[config.mk]
export PLATFORM = sky130hd
export DESIGN_NAME = sac_top
export DESIGN_NICKNAME = d
export VERILOG_FILES = /design/src/hdl/sac_pkg.sv /design/src/hdl/sac_mem.sv /design/src/hdl/sac_sar_engine.sv /design/src/hdl/sac_top.sv
export SDC_FILE = /design/constraint.sdc
export NUM_CORES = 1
export LEC_CHECK = 0
export BUFFER_PORTS_ARGS = -buffer_cell sky130_fd_sc_hd__buf_4
export CORE_UTILIZATION = 55
export DETAILED_ROUTE_END_ITERATION = 10
export PLACE_DENSITY = 0.87
export SETUP_SLACK_MARGIN = 0.5
export SLEW_MARGIN = 30
export SYNTH_ARGS = -nofsm -noshare
export SYNTH_HDL_FRONTEND = slang
export SYNTH_HIERARCHICAL = 1
export SYNTH_SLANG_ARGS = --single-unit
[constraint.sdc]
create_clock -name clk_i -period 3.2 [get_ports clk_i]
set_clock_uncertainty 0.15 [all_clocks]
set_input_delay 0 -clock clk_i [delete_from_list [all_inputs] [get_ports clk_i]]
set_output_delay 0 -clock clk_i [all_outputs]
set_load 0.03 [all_outputs]
[src/hdl/sac_pkg.sv]
// Constants and types for the converter channel sequencer.
package sac_pkg;
	localparam int unsigned SYS_HZ     = 100_000_000;
	localparam int unsigned CCLK_MAX   = 18_000_000;
	localparam logic [7:0]  DIV_MIN    = 8'((SYS_HZ + CCLK_MAX - 1) / CCLK_MAX);
	localparam int unsigned BITS       = 12;
	localparam int unsigned CONV_MIN   = 18;
	localparam logic [7:0]  SAMP_MIN   = 8'(CONV_MIN - BITS);
	localparam int unsigned NCH        = 9;
	localparam logic [3:0]  TEMP_CH    = 4'h8;
	localparam int unsigned AW         = 8;
	localparam logic [7:0]  CTRL_OFF   = 8'h00;
	localparam logic [7:0]  CHEN_OFF   = 8'h04;
	localparam logic [7:0]  STAT_OFF   = 8'h08;
	localparam logic [7:0]  MASK_OFF   = 8'h0c;
	localparam logic [7:0]  LIM_OFF    = 8'h10;
	localparam logic [7:0]  DIV_OFF    = 8'h14;
	localparam logic [7:0]  SAMP_BASE  = 8'h40;
	localparam logic [7:0]  RES_BASE   = 8'h80;
	localparam logic [7:0]  REGION_M   = 8'hc0;
	localparam int unsigned CTRL_START = 0;
	localparam int unsigned CTRL_CONT  = 1;
	localparam int unsigned CTRL_MAN   = 2;
	localparam int unsigned CTRL_MCH   = 4;
	localparam int unsigned CTRL_REF   = 8;
	localparam logic [9:0]  CTRL_RST   = 10'h000;
	localparam int unsigned ST_CONV    = 0;
	localparam int unsigned ST_OOR     = 1;
	localparam int unsigned ST_SCAN    = 2;
	localparam int unsigned ST_BUSY    = 8;
	localparam int unsigned ST_CUR     = 12;
	localparam logic [31:0] LIM_MASK   = 32'h0fff_0fff;
	localparam logic [31:0] LIM_RST    = 32'h0fff_0000;
	localparam logic [7:0]  DIV_RST    = 8'h06;
	localparam logic [7:0]  SAMP_RST   = 8'h06;
	localparam logic [11:0] DAC_MSB    = 12'h800;
	typedef enum logic [1:0] {
		SAC_IDLE = 2'b00,
		SAC_LOAD = 2'b01,
		SAC_PREP = 2'b11,
		SAC_CONV = 2'b10
	} sac_state_t;
endpackage

[src/hdl/sac_mem.sv]
// Small register file with one write port and two registered read ports.
`timescale 1ns/1ps
module sac_mem #(
	parameter int unsigned W = 8,
	parameter int unsigned N = 9,
	parameter logic [W-1:0] RV = '0
) (
	input  wire logic         clk_i,
	input  wire logic         rst_i,
	input  wire logic         ce_i,
	input  wire logic         we_i,
	input  wire logic [3:0]   wa_i,
	input  wire logic [W-1:0] wd_i,
	input  wire logic [3:0]   ra_i,
	input  wire logic [3:0]   rb_i,
	output logic      [W-1:0] rda_o,
	output logic      [W-1:0] rdb_o
);
	logic [W-1:0] mem_q [N];
	logic [W-1:0] mem_d [N];
	logic [W-1:0] rda_d;
	logic [W-1:0] rdb_d;

	always_comb
	begin
		for (int i = 0; i < N; i++)
		begin
			mem_d[i] = (we_i && wa_i == 4'(i)) ? wd_i : mem_q[i];
		end
		rda_d = (int'(ra_i) < N) ? mem_q[ra_i] : '0;
		rdb_d = (int'(rb_i) < N) ? mem_q[rb_i] : '0;
	end

	always_ff @(posedge clk_i)
	begin
		if (rst_i)
		begin
			for (int i = 0; i < N; i++)
			begin
				mem_q[i] <= RV;
			end
			rda_o <= '0;
			rdb_o <= '0;
		end
		else if (ce_i)
		begin
			mem_q <= mem_d;
			rda_o <= rda_d;
			rdb_o <= rdb_d;
		end
	end
endmodule

[src/hdl/sac_sar_engine.sv]
// Successive-approximation engine: sampling aperture then twelve bit trials.
`timescale 1ns/1ps
module sac_sar_engine (
	input  wire logic        clk_i,
	input  wire logic        rst_i,
	input  wire logic        ce_i,
	input  wire logic        tick_i,
	input  wire logic        go_i,
	input  wire logic        abort_i,
	input  wire logic [7:0]  samp_i,
	input  wire logic        cmp_i,
	output logic             sample_o,
	output logic      [11:0] dac_o,
	output logic      [11:0] res_o,
	output logic             done_o,
	output logic             busy_o
);
	logic        sample_d;
	logic [11:0] dac_d;
	logic [11:0] res_d;
	logic        done_d;
	logic        busy_d;
	logic [7:0]  cnt_q;
	logic [7:0]  cnt_d;
	logic [3:0]  bit_q;
	logic [3:0]  bit_d;
	logic [11:0] keep;
	logic [8:0]  tcnt_q;
	logic [8:0]  tcnt_d;
	logic [7:0]  slen_q;
	logic [7:0]  slen_d;

	always_comb
	begin
		sample_d = sample_o;
		dac_d    = dac_o;
		res_d    = res_o;
		done_d   = 1'b0;
		busy_d   = busy_o;
		cnt_d    = cnt_q;
		bit_d    = bit_q;
		tcnt_d   = tcnt_q;
		slen_d   = slen_q;
		keep     = cmp_i ? dac_o : (dac_o & ~(12'h001 << bit_q));
		if (abort_i)
		begin
			sample_d = 1'b0;
			busy_d   = 1'b0;
			dac_d    = '0;
		end
		else if (!busy_o && go_i)
		begin
			busy_d   = 1'b1;
			sample_d = 1'b1;
			cnt_d    = (samp_i < sac_pkg::SAMP_MIN) ? sac_pkg::SAMP_MIN : samp_i;
			slen_d   = cnt_d;
			tcnt_d   = '0;
		end
		else if (busy_o && tick_i)
		begin
			tcnt_d = tcnt_q + 9'd1;
			if (sample_o)
			begin
				if (cnt_q == 8'h01)
				begin
					sample_d = 1'b0;
					dac_d    = sac_pkg::DAC_MSB;
					bit_d    = 4'(sac_pkg::BITS - 1);
				end
				else
				begin
					cnt_d = cnt_q - 8'h01;
				end
			end
			else if (bit_q == 4'h0)
			begin
				res_d  = keep;
				dac_d  = keep;
				done_d = 1'b1;
				busy_d = 1'b0;
			end
			else
			begin
				dac_d = keep | (12'h001 << (bit_q - 4'h1));
				bit_d = bit_q - 4'h1;
			end
		end
	end

	always_ff @(posedge clk_i)
	begin
		if (rst_i)
		begin
			sample_o <= 1'b0;
			dac_o    <= '0;
			res_o    <= '0;
			done_o   <= 1'b0;
			busy_o   <= 1'b0;
			cnt_q    <= '0;
			bit_q    <= '0;
			tcnt_q   <= '0;
			slen_q   <= '0;
		end
		else if (ce_i)
		begin
			sample_o <= sample_d;
			dac_o    <= dac_d;
			res_o    <= res_d;
			done_o   <= done_d;
			busy_o   <= busy_d;
			cnt_q    <= cnt_d;
			bit_q    <= bit_d;
			tcnt_q   <= tcnt_d;
			slen_q   <= slen_d;
		end
	end

	conv_min_a: assert property (@(posedge clk_i) disable iff (rst_i)
		done_o |-> tcnt_q >= 9'(sac_pkg::CONV_MIN))
		else $error("Conversion finished in fewer than 18 converter clocks.");
	samp_len_a: assert property (@(posedge clk_i) disable iff (rst_i)
		done_o |-> tcnt_q == 9'(slen_q) + 9'(sac_pkg::BITS))
		else $error("Conversion length does not match the programmed sample time.");
endmodule

[src/hdl/sac_top.sv]
// Channel sequencer with Wishbone registers for a 12-bit converter.
//
// The address map and the Wishbone register port were chosen for this implementation.
`timescale 1ns/1ps
module sac_top (
	input  wire logic        clk_i,
	input  wire logic        rst_i,
	input  wire logic        ce_i,
	input  wire logic        wb_cyc_i,
	input  wire logic        wb_stb_i,
	input  wire logic        wb_we_i,
	input  wire logic [7:0]  wb_adr_i,
	input  wire logic [3:0]  wb_sel_i,
	input  wire logic [31:0] wb_dat_i,
	input  wire logic        cmp_i,
	input  wire logic        lowpwr_i,
	output logic      [31:0] wb_dat_o,
	output logic             wb_ack_o,
	output logic             irq_o,
	output logic             aclk_o,
	output logic             sample_o,
	output logic      [11:0] dac_o,
	output logic      [3:0]  chan_sel_o,
	output logic      [1:0]  ref_sel_o,
	output logic             busy_o
);
	localparam int unsigned N = sac_pkg::NCH;

	logic               pend_q, pend_d, ack_d;
	logic [31:0]        dat_d, m, wd;
	logic               acc, wr;
	logic               hit_samp, hit_res;
	logic [3:0]         idx;
	logic [9:0]         ctrl_q, ctrl_d;
	logic               start_q, start_d;
	logic [N-1:0]       chen_q, chen_d;
	logic [2:0]         stat_q, stat_d, st_set, st_clr;
	logic [2:0]         mask_q, mask_d;
	logic [31:0]        lim_q, lim_d;
	logic [7:0]         div_q, div_d, div_eff;
	logic [7:0]         dcnt_q, dcnt_d;
	logic               aclk_d, etick_q;
	logic               cs1_q, cs2_q;
	logic               irq_d;
	sac_pkg::sac_state_t st_q, st_d;
	logic [3:0]         cur_q, cur_d, nxt_q, nxt_d;
	logic               last_q, last_d;
	logic [4:0]         pk, f0;
	logic               go, any, oor, done_c;
	logic [7:0]         samp_bus, samp_seq;
	logic [11:0]        res_bus, eng_res;
	logic               eng_done, eng_busy;

	// Lowest enabled channel above c, or the first enabled one with bit 4 set on wrap.
	function automatic logic [4:0] pick(input logic [3:0] c, input logic [N-1:0] en);
		logic [4:0] r;
		logic [4:0] f;
		r = 5'h10;
		f = 5'h10;
		for (int i = N - 1; i >= 0; i--)
		begin
			if (en[i] && 4'(i) > c)
			begin
				r = {1'b0, 4'(i)};
			end
			if (en[i])
			begin
				f = {1'b1, 4'(i)};
			end
		end
		return r[4] ? f : r;
	endfunction

	sac_mem #(
		.W  (8),
		.N  (N),
		.RV (sac_pkg::SAMP_RST)
	) u_samp (
		.clk_i (clk_i),
		.rst_i (rst_i),
		.ce_i  (ce_i),
		.we_i  (wr && hit_samp && wb_sel_i[0]),
		.wa_i  (idx),
		.wd_i  (wb_dat_i[7:0]),
		.ra_i  (idx),
		.rb_i  (nxt_q),
		.rda_o (samp_bus),
		.rdb_o (samp_seq)
	);

	sac_mem #(
		.W  (12),
		.N  (N),
		.RV (12'h000)
	) u_res (
		.clk_i (clk_i),
		.rst_i (rst_i),
		.ce_i  (ce_i),
		.we_i  (done_c),
		.wa_i  (cur_q),
		.wd_i  (eng_res),
		.ra_i  (idx),
		.rb_i  (4'h0),
		.rda_o (res_bus),
		.rdb_o ()
	);

	sac_sar_engine u_eng (
		.clk_i    (clk_i),
		.rst_i    (rst_i),
		.ce_i     (ce_i),
		.tick_i   (etick_q),
		.go_i     (go),
		.abort_i  (lowpwr_i),
		.samp_i   (samp_seq),
		.cmp_i    (cs2_q),
		.sample_o (sample_o),
		.dac_o    (dac_o),
		.res_o    (eng_res),
		.done_o   (eng_done),
		.busy_o   (eng_busy)
	);

	always_comb
	begin
		acc      = wb_cyc_i && wb_stb_i;
		m        = {{8{wb_sel_i[3]}}, {8{wb_sel_i[2]}}, {8{wb_sel_i[1]}}, {8{wb_sel_i[0]}}};
		wd       = wb_dat_i & m;
		idx      = wb_adr_i[5:2];
		hit_samp = ((wb_adr_i & sac_pkg::REGION_M) == sac_pkg::SAMP_BASE) && int'(idx) < N;
		hit_res  = ((wb_adr_i & sac_pkg::REGION_M) == sac_pkg::RES_BASE) && int'(idx) < N;
		pend_d   = acc && !pend_q && !wb_ack_o;
		ack_d    = acc && pend_q;
		wr       = ack_d && wb_we_i;
		dat_d    = '0;
		ctrl_d   = ctrl_q;
		start_d  = 1'b0;
		chen_d   = chen_q;
		mask_d   = mask_q;
		lim_d    = lim_q;
		div_d    = div_q;
		st_clr   = '0;
		if (wb_adr_i == sac_pkg::CTRL_OFF)
		begin
			dat_d = {22'h0, ctrl_q};
			if (wr)
			begin
				ctrl_d  = (ctrl_q & ~m[9:0]) | (wd[9:0] & ~10'h001);
				start_d = wd[sac_pkg::CTRL_START];
			end
		end
		else if (wb_adr_i == sac_pkg::CHEN_OFF)
		begin
			dat_d = 32'(chen_q);
			if (wr)
			begin
				chen_d = (chen_q & ~m[N-1:0]) | wd[N-1:0];
			end
		end
		else if (wb_adr_i == sac_pkg::STAT_OFF)
		begin
			dat_d = 32'(stat_q) | (32'(eng_busy) << sac_pkg::ST_BUSY)
				| (32'(cur_q) << sac_pkg::ST_CUR);
			if (wr)
			begin
				st_clr = wd[2:0];
			end
		end
		else if (wb_adr_i == sac_pkg::MASK_OFF)
		begin
			dat_d = 32'(mask_q);
			if (wr)
			begin
				mask_d = (mask_q & ~m[2:0]) | wd[2:0];
			end
		end
		else if (wb_adr_i == sac_pkg::LIM_OFF)
		begin
			dat_d = lim_q;
			if (wr)
			begin
				lim_d = ((lim_q & ~m) | wd) & sac_pkg::LIM_MASK;
			end
		end
		else if (wb_adr_i == sac_pkg::DIV_OFF)
		begin
			dat_d = 32'(div_q);
			if (wr)
			begin
				div_d = (div_q & ~m[7:0]) | wd[7:0];
			end
		end
		else if (hit_samp)
		begin
			dat_d = 32'(samp_bus);
		end
		else if (hit_res)
		begin
			dat_d = 32'(res_bus);
		end
	end

	always_comb
	begin
		div_eff = (div_q < sac_pkg::DIV_MIN) ? sac_pkg::DIV_MIN : div_q;
		aclk_d  = 1'b0;
		dcnt_d  = dcnt_q + 8'h01;
		if (dcnt_q >= div_eff - 8'h01)
		begin
			dcnt_d = '0;
			aclk_d = !lowpwr_i;
		end
		any    = ctrl_q[sac_pkg::CTRL_MAN] || (|chen_q);
		pk     = pick(cur_q, chen_q);
		f0     = pick(4'hf, chen_q);
		done_c = (st_q == sac_pkg::SAC_CONV) && eng_done;
		oor    = (eng_res < lim_q[11:0]) || (eng_res > lim_q[27:16]);
		st_d   = st_q;
		cur_d  = cur_q;
		go     = 1'b0;
		st_set = '0;
		nxt_d  = ctrl_q[sac_pkg::CTRL_MAN] ? ctrl_q[sac_pkg::CTRL_MCH +: 4] : f0[3:0];
		last_d = ctrl_q[sac_pkg::CTRL_MAN] || pk[4];
		if (st_q == sac_pkg::SAC_CONV && !ctrl_q[sac_pkg::CTRL_MAN])
		begin
			nxt_d = pk[3:0];
		end
		case (st_q)
			sac_pkg::SAC_IDLE:
			begin
				if (start_q && any)
				begin
					st_d = sac_pkg::SAC_LOAD;
				end
			end
			sac_pkg::SAC_LOAD:
			begin
				st_d = sac_pkg::SAC_PREP;
			end
			sac_pkg::SAC_PREP:
			begin
				go    = 1'b1;
				cur_d = nxt_q;
				st_d  = sac_pkg::SAC_CONV;
			end
			default:
			begin
				if (eng_done)
				begin
					st_set[sac_pkg::ST_CONV] = 1'b1;
					st_set[sac_pkg::ST_OOR]  = oor;
					st_set[sac_pkg::ST_SCAN] = last_q;
					if (any && (!last_q || (ctrl_q[sac_pkg::CTRL_CONT]
						&& !ctrl_q[sac_pkg::CTRL_MAN])))
					begin
						go    = 1'b1;
						cur_d = nxt_q;
					end
					else
					begin
						st_d = sac_pkg::SAC_IDLE;
					end
				end
			end
		endcase
		if (lowpwr_i)
		begin
			st_d = sac_pkg::SAC_IDLE;
			go   = 1'b0;
		end
		stat_d = (stat_q & ~st_clr) | st_set;
		irq_d  = |(stat_q & mask_q);
	end

	always_ff @(posedge clk_i)
	begin
		if (rst_i)
		begin
			pend_q   <= 1'b0;
			wb_ack_o <= 1'b0;
			wb_dat_o <= '0;
			ctrl_q   <= sac_pkg::CTRL_RST;
			start_q  <= 1'b0;
			chen_q   <= '0;
			stat_q   <= '0;
			mask_q   <= '0;
			lim_q    <= sac_pkg::LIM_RST;
			div_q    <= sac_pkg::DIV_RST;
			dcnt_q   <= '0;
			aclk_o   <= 1'b0;
			etick_q  <= 1'b0;
			cs1_q    <= 1'b0;
			cs2_q    <= 1'b0;
			irq_o    <= 1'b0;
			st_q     <= sac_pkg::SAC_IDLE;
			cur_q    <= '0;
			nxt_q    <= '0;
			last_q   <= 1'b0;
		end
		else if (ce_i)
		begin
			pend_q   <= pend_d;
			wb_ack_o <= ack_d;
			wb_dat_o <= ack_d ? dat_d : '0;
			ctrl_q   <= ctrl_d;
			start_q  <= start_d;
			chen_q   <= chen_d;
			stat_q   <= stat_d;
			mask_q   <= mask_d;
			lim_q    <= lim_d;
			div_q    <= div_d;
			dcnt_q   <= dcnt_d;
			aclk_o   <= aclk_d;
			etick_q  <= aclk_o;
			cs1_q    <= cmp_i;
			cs2_q    <= cs1_q;
			irq_o    <= irq_d;
			st_q     <= st_d;
			cur_q    <= cur_d;
			nxt_q    <= nxt_d;
			last_q   <= last_d;
		end
	end

	assign chan_sel_o = cur_q;
	assign ref_sel_o  = ctrl_q[sac_pkg::CTRL_REF +: 2];
	assign busy_o     = eng_busy;

	div_floor_a: assert property (@(posedge clk_i) disable iff (rst_i)
		aclk_o |-> !aclk_d && !$past(aclk_o) && dcnt_q <= 8'h01)
		else $error("Converter clock strobes closer than the floor allows.");
	ref_wr_a: assert property (@(posedge clk_i) disable iff (rst_i)
		(ce_i && wr && wb_adr_i == sac_pkg::CTRL_OFF && wb_sel_i[1])
		|=> ref_sel_o == $past(wb_dat_i[9:8]))
		else $error("Reference select did not follow the control write.");
	chan_rng_a: assert property (@(posedge clk_i) disable iff (rst_i)
		int'(chan_sel_o) < N)
		else $error("Channel select outside the channel range.");
	no_gap_a: assert property (@(posedge clk_i) disable iff (rst_i)
		(ce_i && done_c && !last_q && !lowpwr_i) |=> eng_busy && sample_o)
		else $error("Idle gap between two channels of a scan.");
	man_ch_a: assert property (@(posedge clk_i) disable iff (rst_i)
		(ce_i && st_q == sac_pkg::SAC_PREP && ctrl_q[sac_pkg::CTRL_MAN] && !lowpwr_i)
		|=> chan_sel_o == $past(ctrl_q[sac_pkg::CTRL_MCH +: 4]))
		else $error("Manual conversion used the wrong channel.");
	oor_set_a: assert property (@(posedge clk_i) disable iff (rst_i)
		(ce_i && done_c && oor) |=> stat_q[sac_pkg::ST_OOR] ##1 (irq_o || !mask_q[1]))
		else $error("Out-of-range result did not set its flag.");
	lowpwr_a: assert property (@(posedge clk_i) disable iff (rst_i)
		(ce_i && lowpwr_i) |=> st_q == sac_pkg::SAC_IDLE && !sample_o && !aclk_o)
		else $error("Sequencer still active in low-power mode.");
	scan_done_a: assert property (@(posedge clk_i) disable iff (rst_i)
		(ce_i && done_c && last_q) |=> stat_q[sac_pkg::ST_SCAN])
		else $error("Scan end did not set the scan-done flag.");
endmodule

==> results by group <==
Outcome
  • Status: finished, final reports clean

Placed design
  • Dpl cell area: 19000 um2
  • IO Port Bufs: 94
  • RD Place Congestion: 0.940
  • Dpl hpwl: ~37000 um
  • Placed insts: 2444

Die
  • Die area: 33500 um2
  • Die Width: 183 um
  • # rows: 65
  • Starting Density: a little under three fifths
  • Core Area: around 32000 um2
  • Number of I/O pins: 107
  • Die Span Y: 183 um

Yosys
  • Syn Area/Cell: 8.95 um2
  • Gate Count Post-Synth: 2015
  • Post-synthesis cell area: 18000 um2
  • Synth warnings: 6

Cells and area
  • Post-route core utilization: 66.3%
  • FF+latch area: between 7000 and 8000 um2
  • Fin cells: around 2600
  • Fin area: 21100 um2
  • Area Overhead vs Synth: 17.2%
  • Post-layout net count: 2218
  • Filler cell count: between 2000 and 2500
  • Area of the multi-input gates: 10000 um2
  • Fraction of layout instances using a drive strength above 1: approximately 16%

Timing
  • Setup TNS: 0 ps
  • Tightest Pin Transition: 954 ps
  • Max-slew violations: 0
  • Tmin final: about 2800 ps
  • Fmax: 355 MHz
  • Crit share post-route: 87.9%
  • RSZ-0062 raised after global routing: true
  • Slew Limit Headroom: 36.3%
  • Final hold vios: 0
  • Finish-stage setup viols: 0

CTS
  • Clock sink count: about 360
  • Clock latency on the worst-skew pair: between 500 and 600 ps
  • CTS Root Cell: clkbuf_16
  • Cts bufs inserted: 38
  • Reg clk slew, reported paths: approximately 60 ps
  • CTS H-tree lvls: 2
  • Maximum clock path buffer count: 3
  • TritonCTS clock tree: yes

Worst setup path
  • R2R depth: 12
  • CP startpoint kind: flop
  • Crit path required time: 3520 ps
  • R2R Setup Slk: roughly 390 ps
  • Reg-to-reg endpoint: dcnt_q[0]$_SDFFE_PP0P_
  • Crit path capture type: flop
  • CP max FO: 7
  • WP data arrival: 3140 ps
  • Setup CP Type: flop to flop

Power
  • Maximum VDD drop: roughly 0.4 mV
  • PwrDens: 448 nW/um2
  • P_leak: approximately 8.4 nW
  • Total power: 9.48 mW

Routing
  • Number of vias per cell: 6.49
  • DRT iter0 DRCs: 2214
  • Antenna Nets Post-Route: 0
  • Detailed Routing Iterations Pass 1: 6
  • Residual DRC: 0
  • WL per Instance: between 20 and 25 um
  • Total routed wirelength: 58200 um
  • Via count: around 17000

Min path
  • HP Class: input pin to flop
  • Hold Path Sink: u_samp/mem_q[71]$_SDFFE_PP0P_
  • Hold path start: wb_adr_i[4]
  • Hold Path Depth: 4

Global routing
  • Total GRT Usage: 33.5%
  • Grt total ovfl: 0
  • Vias in the first global route: 16100
  • Initial antenna violation count: 2
  • Largest net degree at the start of global routing: between 100 and 150
  • Global-route wire length before repair: approximately 88000 um

Flow run
  • MaxCap Viol Count: 0
-- area by class of cell --
cell class,count,area share [%]
diodes,3,0.0355
clock buffers,54,5.21
clock inverters,14,0.692
inverters,58,1.03
multi-input cells,1443,47.4
flip-flops and latches,359,34.1
well taps,435,2.57
repair buffers,227,9.00
-- layout by cell type, fill, tap and decap left out, types with 8 or more instances in the layout --
| cell | instances |
|---|---|
| a2111oi_0 | 11 |
| and3_1 | 15 |
| clkbuf_1 | 8 |
| nor3_1 | 25 |
| dlygate4sd3_1 | 53 |
| a21oi_1 | 134 |
| a32oi_1 | 10 |
| a211oi_1 | 15 |
| nand2b_1 | 23 |
| o211ai_1 | 22 |
| a21o_1 | 10 |
| nand3_1 | 45 |
| nor2b_1 | 26 |
| ha_1 | 39 |
| nand4_1 | 8 |
| inv_1 | 56 |
| o21ai_0 | 73 |
| buf_6 | 9 |
| mux2i_1 | 213 |
| a22oi_1 | 40 |
| o22ai_1 | 10 |
| a211o_1 | 21 |
| mux4_2 | 28 |
| a221oi_1 | 8 |
| clkinv_2 | 9 |
| dfxtp_1 | 351 |
| buf_4 | 162 |
| clkbuf_16 | 39 |
| nand2_1 | 238 |
| nor2_1 | 218 |
-- how the worst max path moves through the flow --
stage	from	to	slack [ps]	cells past startpoint
4_1_cts	flop	u_eng/cnt_q[5]$_SDFFE_PP0P_	480	9
5_1_grt	flop	dcnt_q[4]$_SDFFE_PP0P_	320	11
3_5_place_dp	flop	u_eng/cnt_q[7]$_SDFFE_PP0P_	160	9
6_report	flop	dcnt_q[0]$_SDFFE_PP0P_	390	12
3_3_place_gp	flop	u_eng/cnt_q[4]$_SDFFE_PP0P_	250	9
2_1_floorplan	flop	dcnt_q[4]$_SDFFE_PP0P_	500	12
-- stage by stage --
| stage | setup slack (ps) | hold slack (ps) |
|---|---|---|
| after CTS | 480 | 17.4 |
| after global routing | 317 | 76.5 |
| final | 386 | 58.6 |
| after floorplan | 503 | -46.5 |
| after global placement | 254 | 64.8 |
| after detailed placement | 160 | 64.4 |
-- where the power goes --
part           total, mW  switching [mW]  internal (mW)
registers           4.52          0.0313           4.48
clock network       4.45            1.88           2.57
logic              0.513           0.336          0.176
-- critical path: stages (launching register included) --
cell	delay, ps
dfxtp_4	360
or3_4	140
nor3_4	40
or4_4	540
o31a_1	320
nor2_2	130
ha_1	260
buf_4	150
a41oi_2	160
buf_6	160
buf_4	110
o211ai_1	80
a21oi_1	130
-- routing by layer --
metal / up-vias / global-route usage [%] / wire (um)
met5: - / 0 / 0
met4: 0 / 20.2 / 3530
met3: 271 / 6.18 / 6000
met2: 1108 / 52.9 / 26300
met1: 8026 / 42.6 / 22400
li1: 7436 / - / -
-- repair_timing --
item | 4_1_cts | 5_1_grt
hold buffers | 53 | 0
pin swaps | 10 | 26
gates cloned | 0 | 0
resized for setup | 24 | 33
endpoints found under the setup margin | 18 | 60
endpoints found under the hold margin | 235 | 0
buffers inserted | 13 | 12
Power figures use the tool's default switching activity.
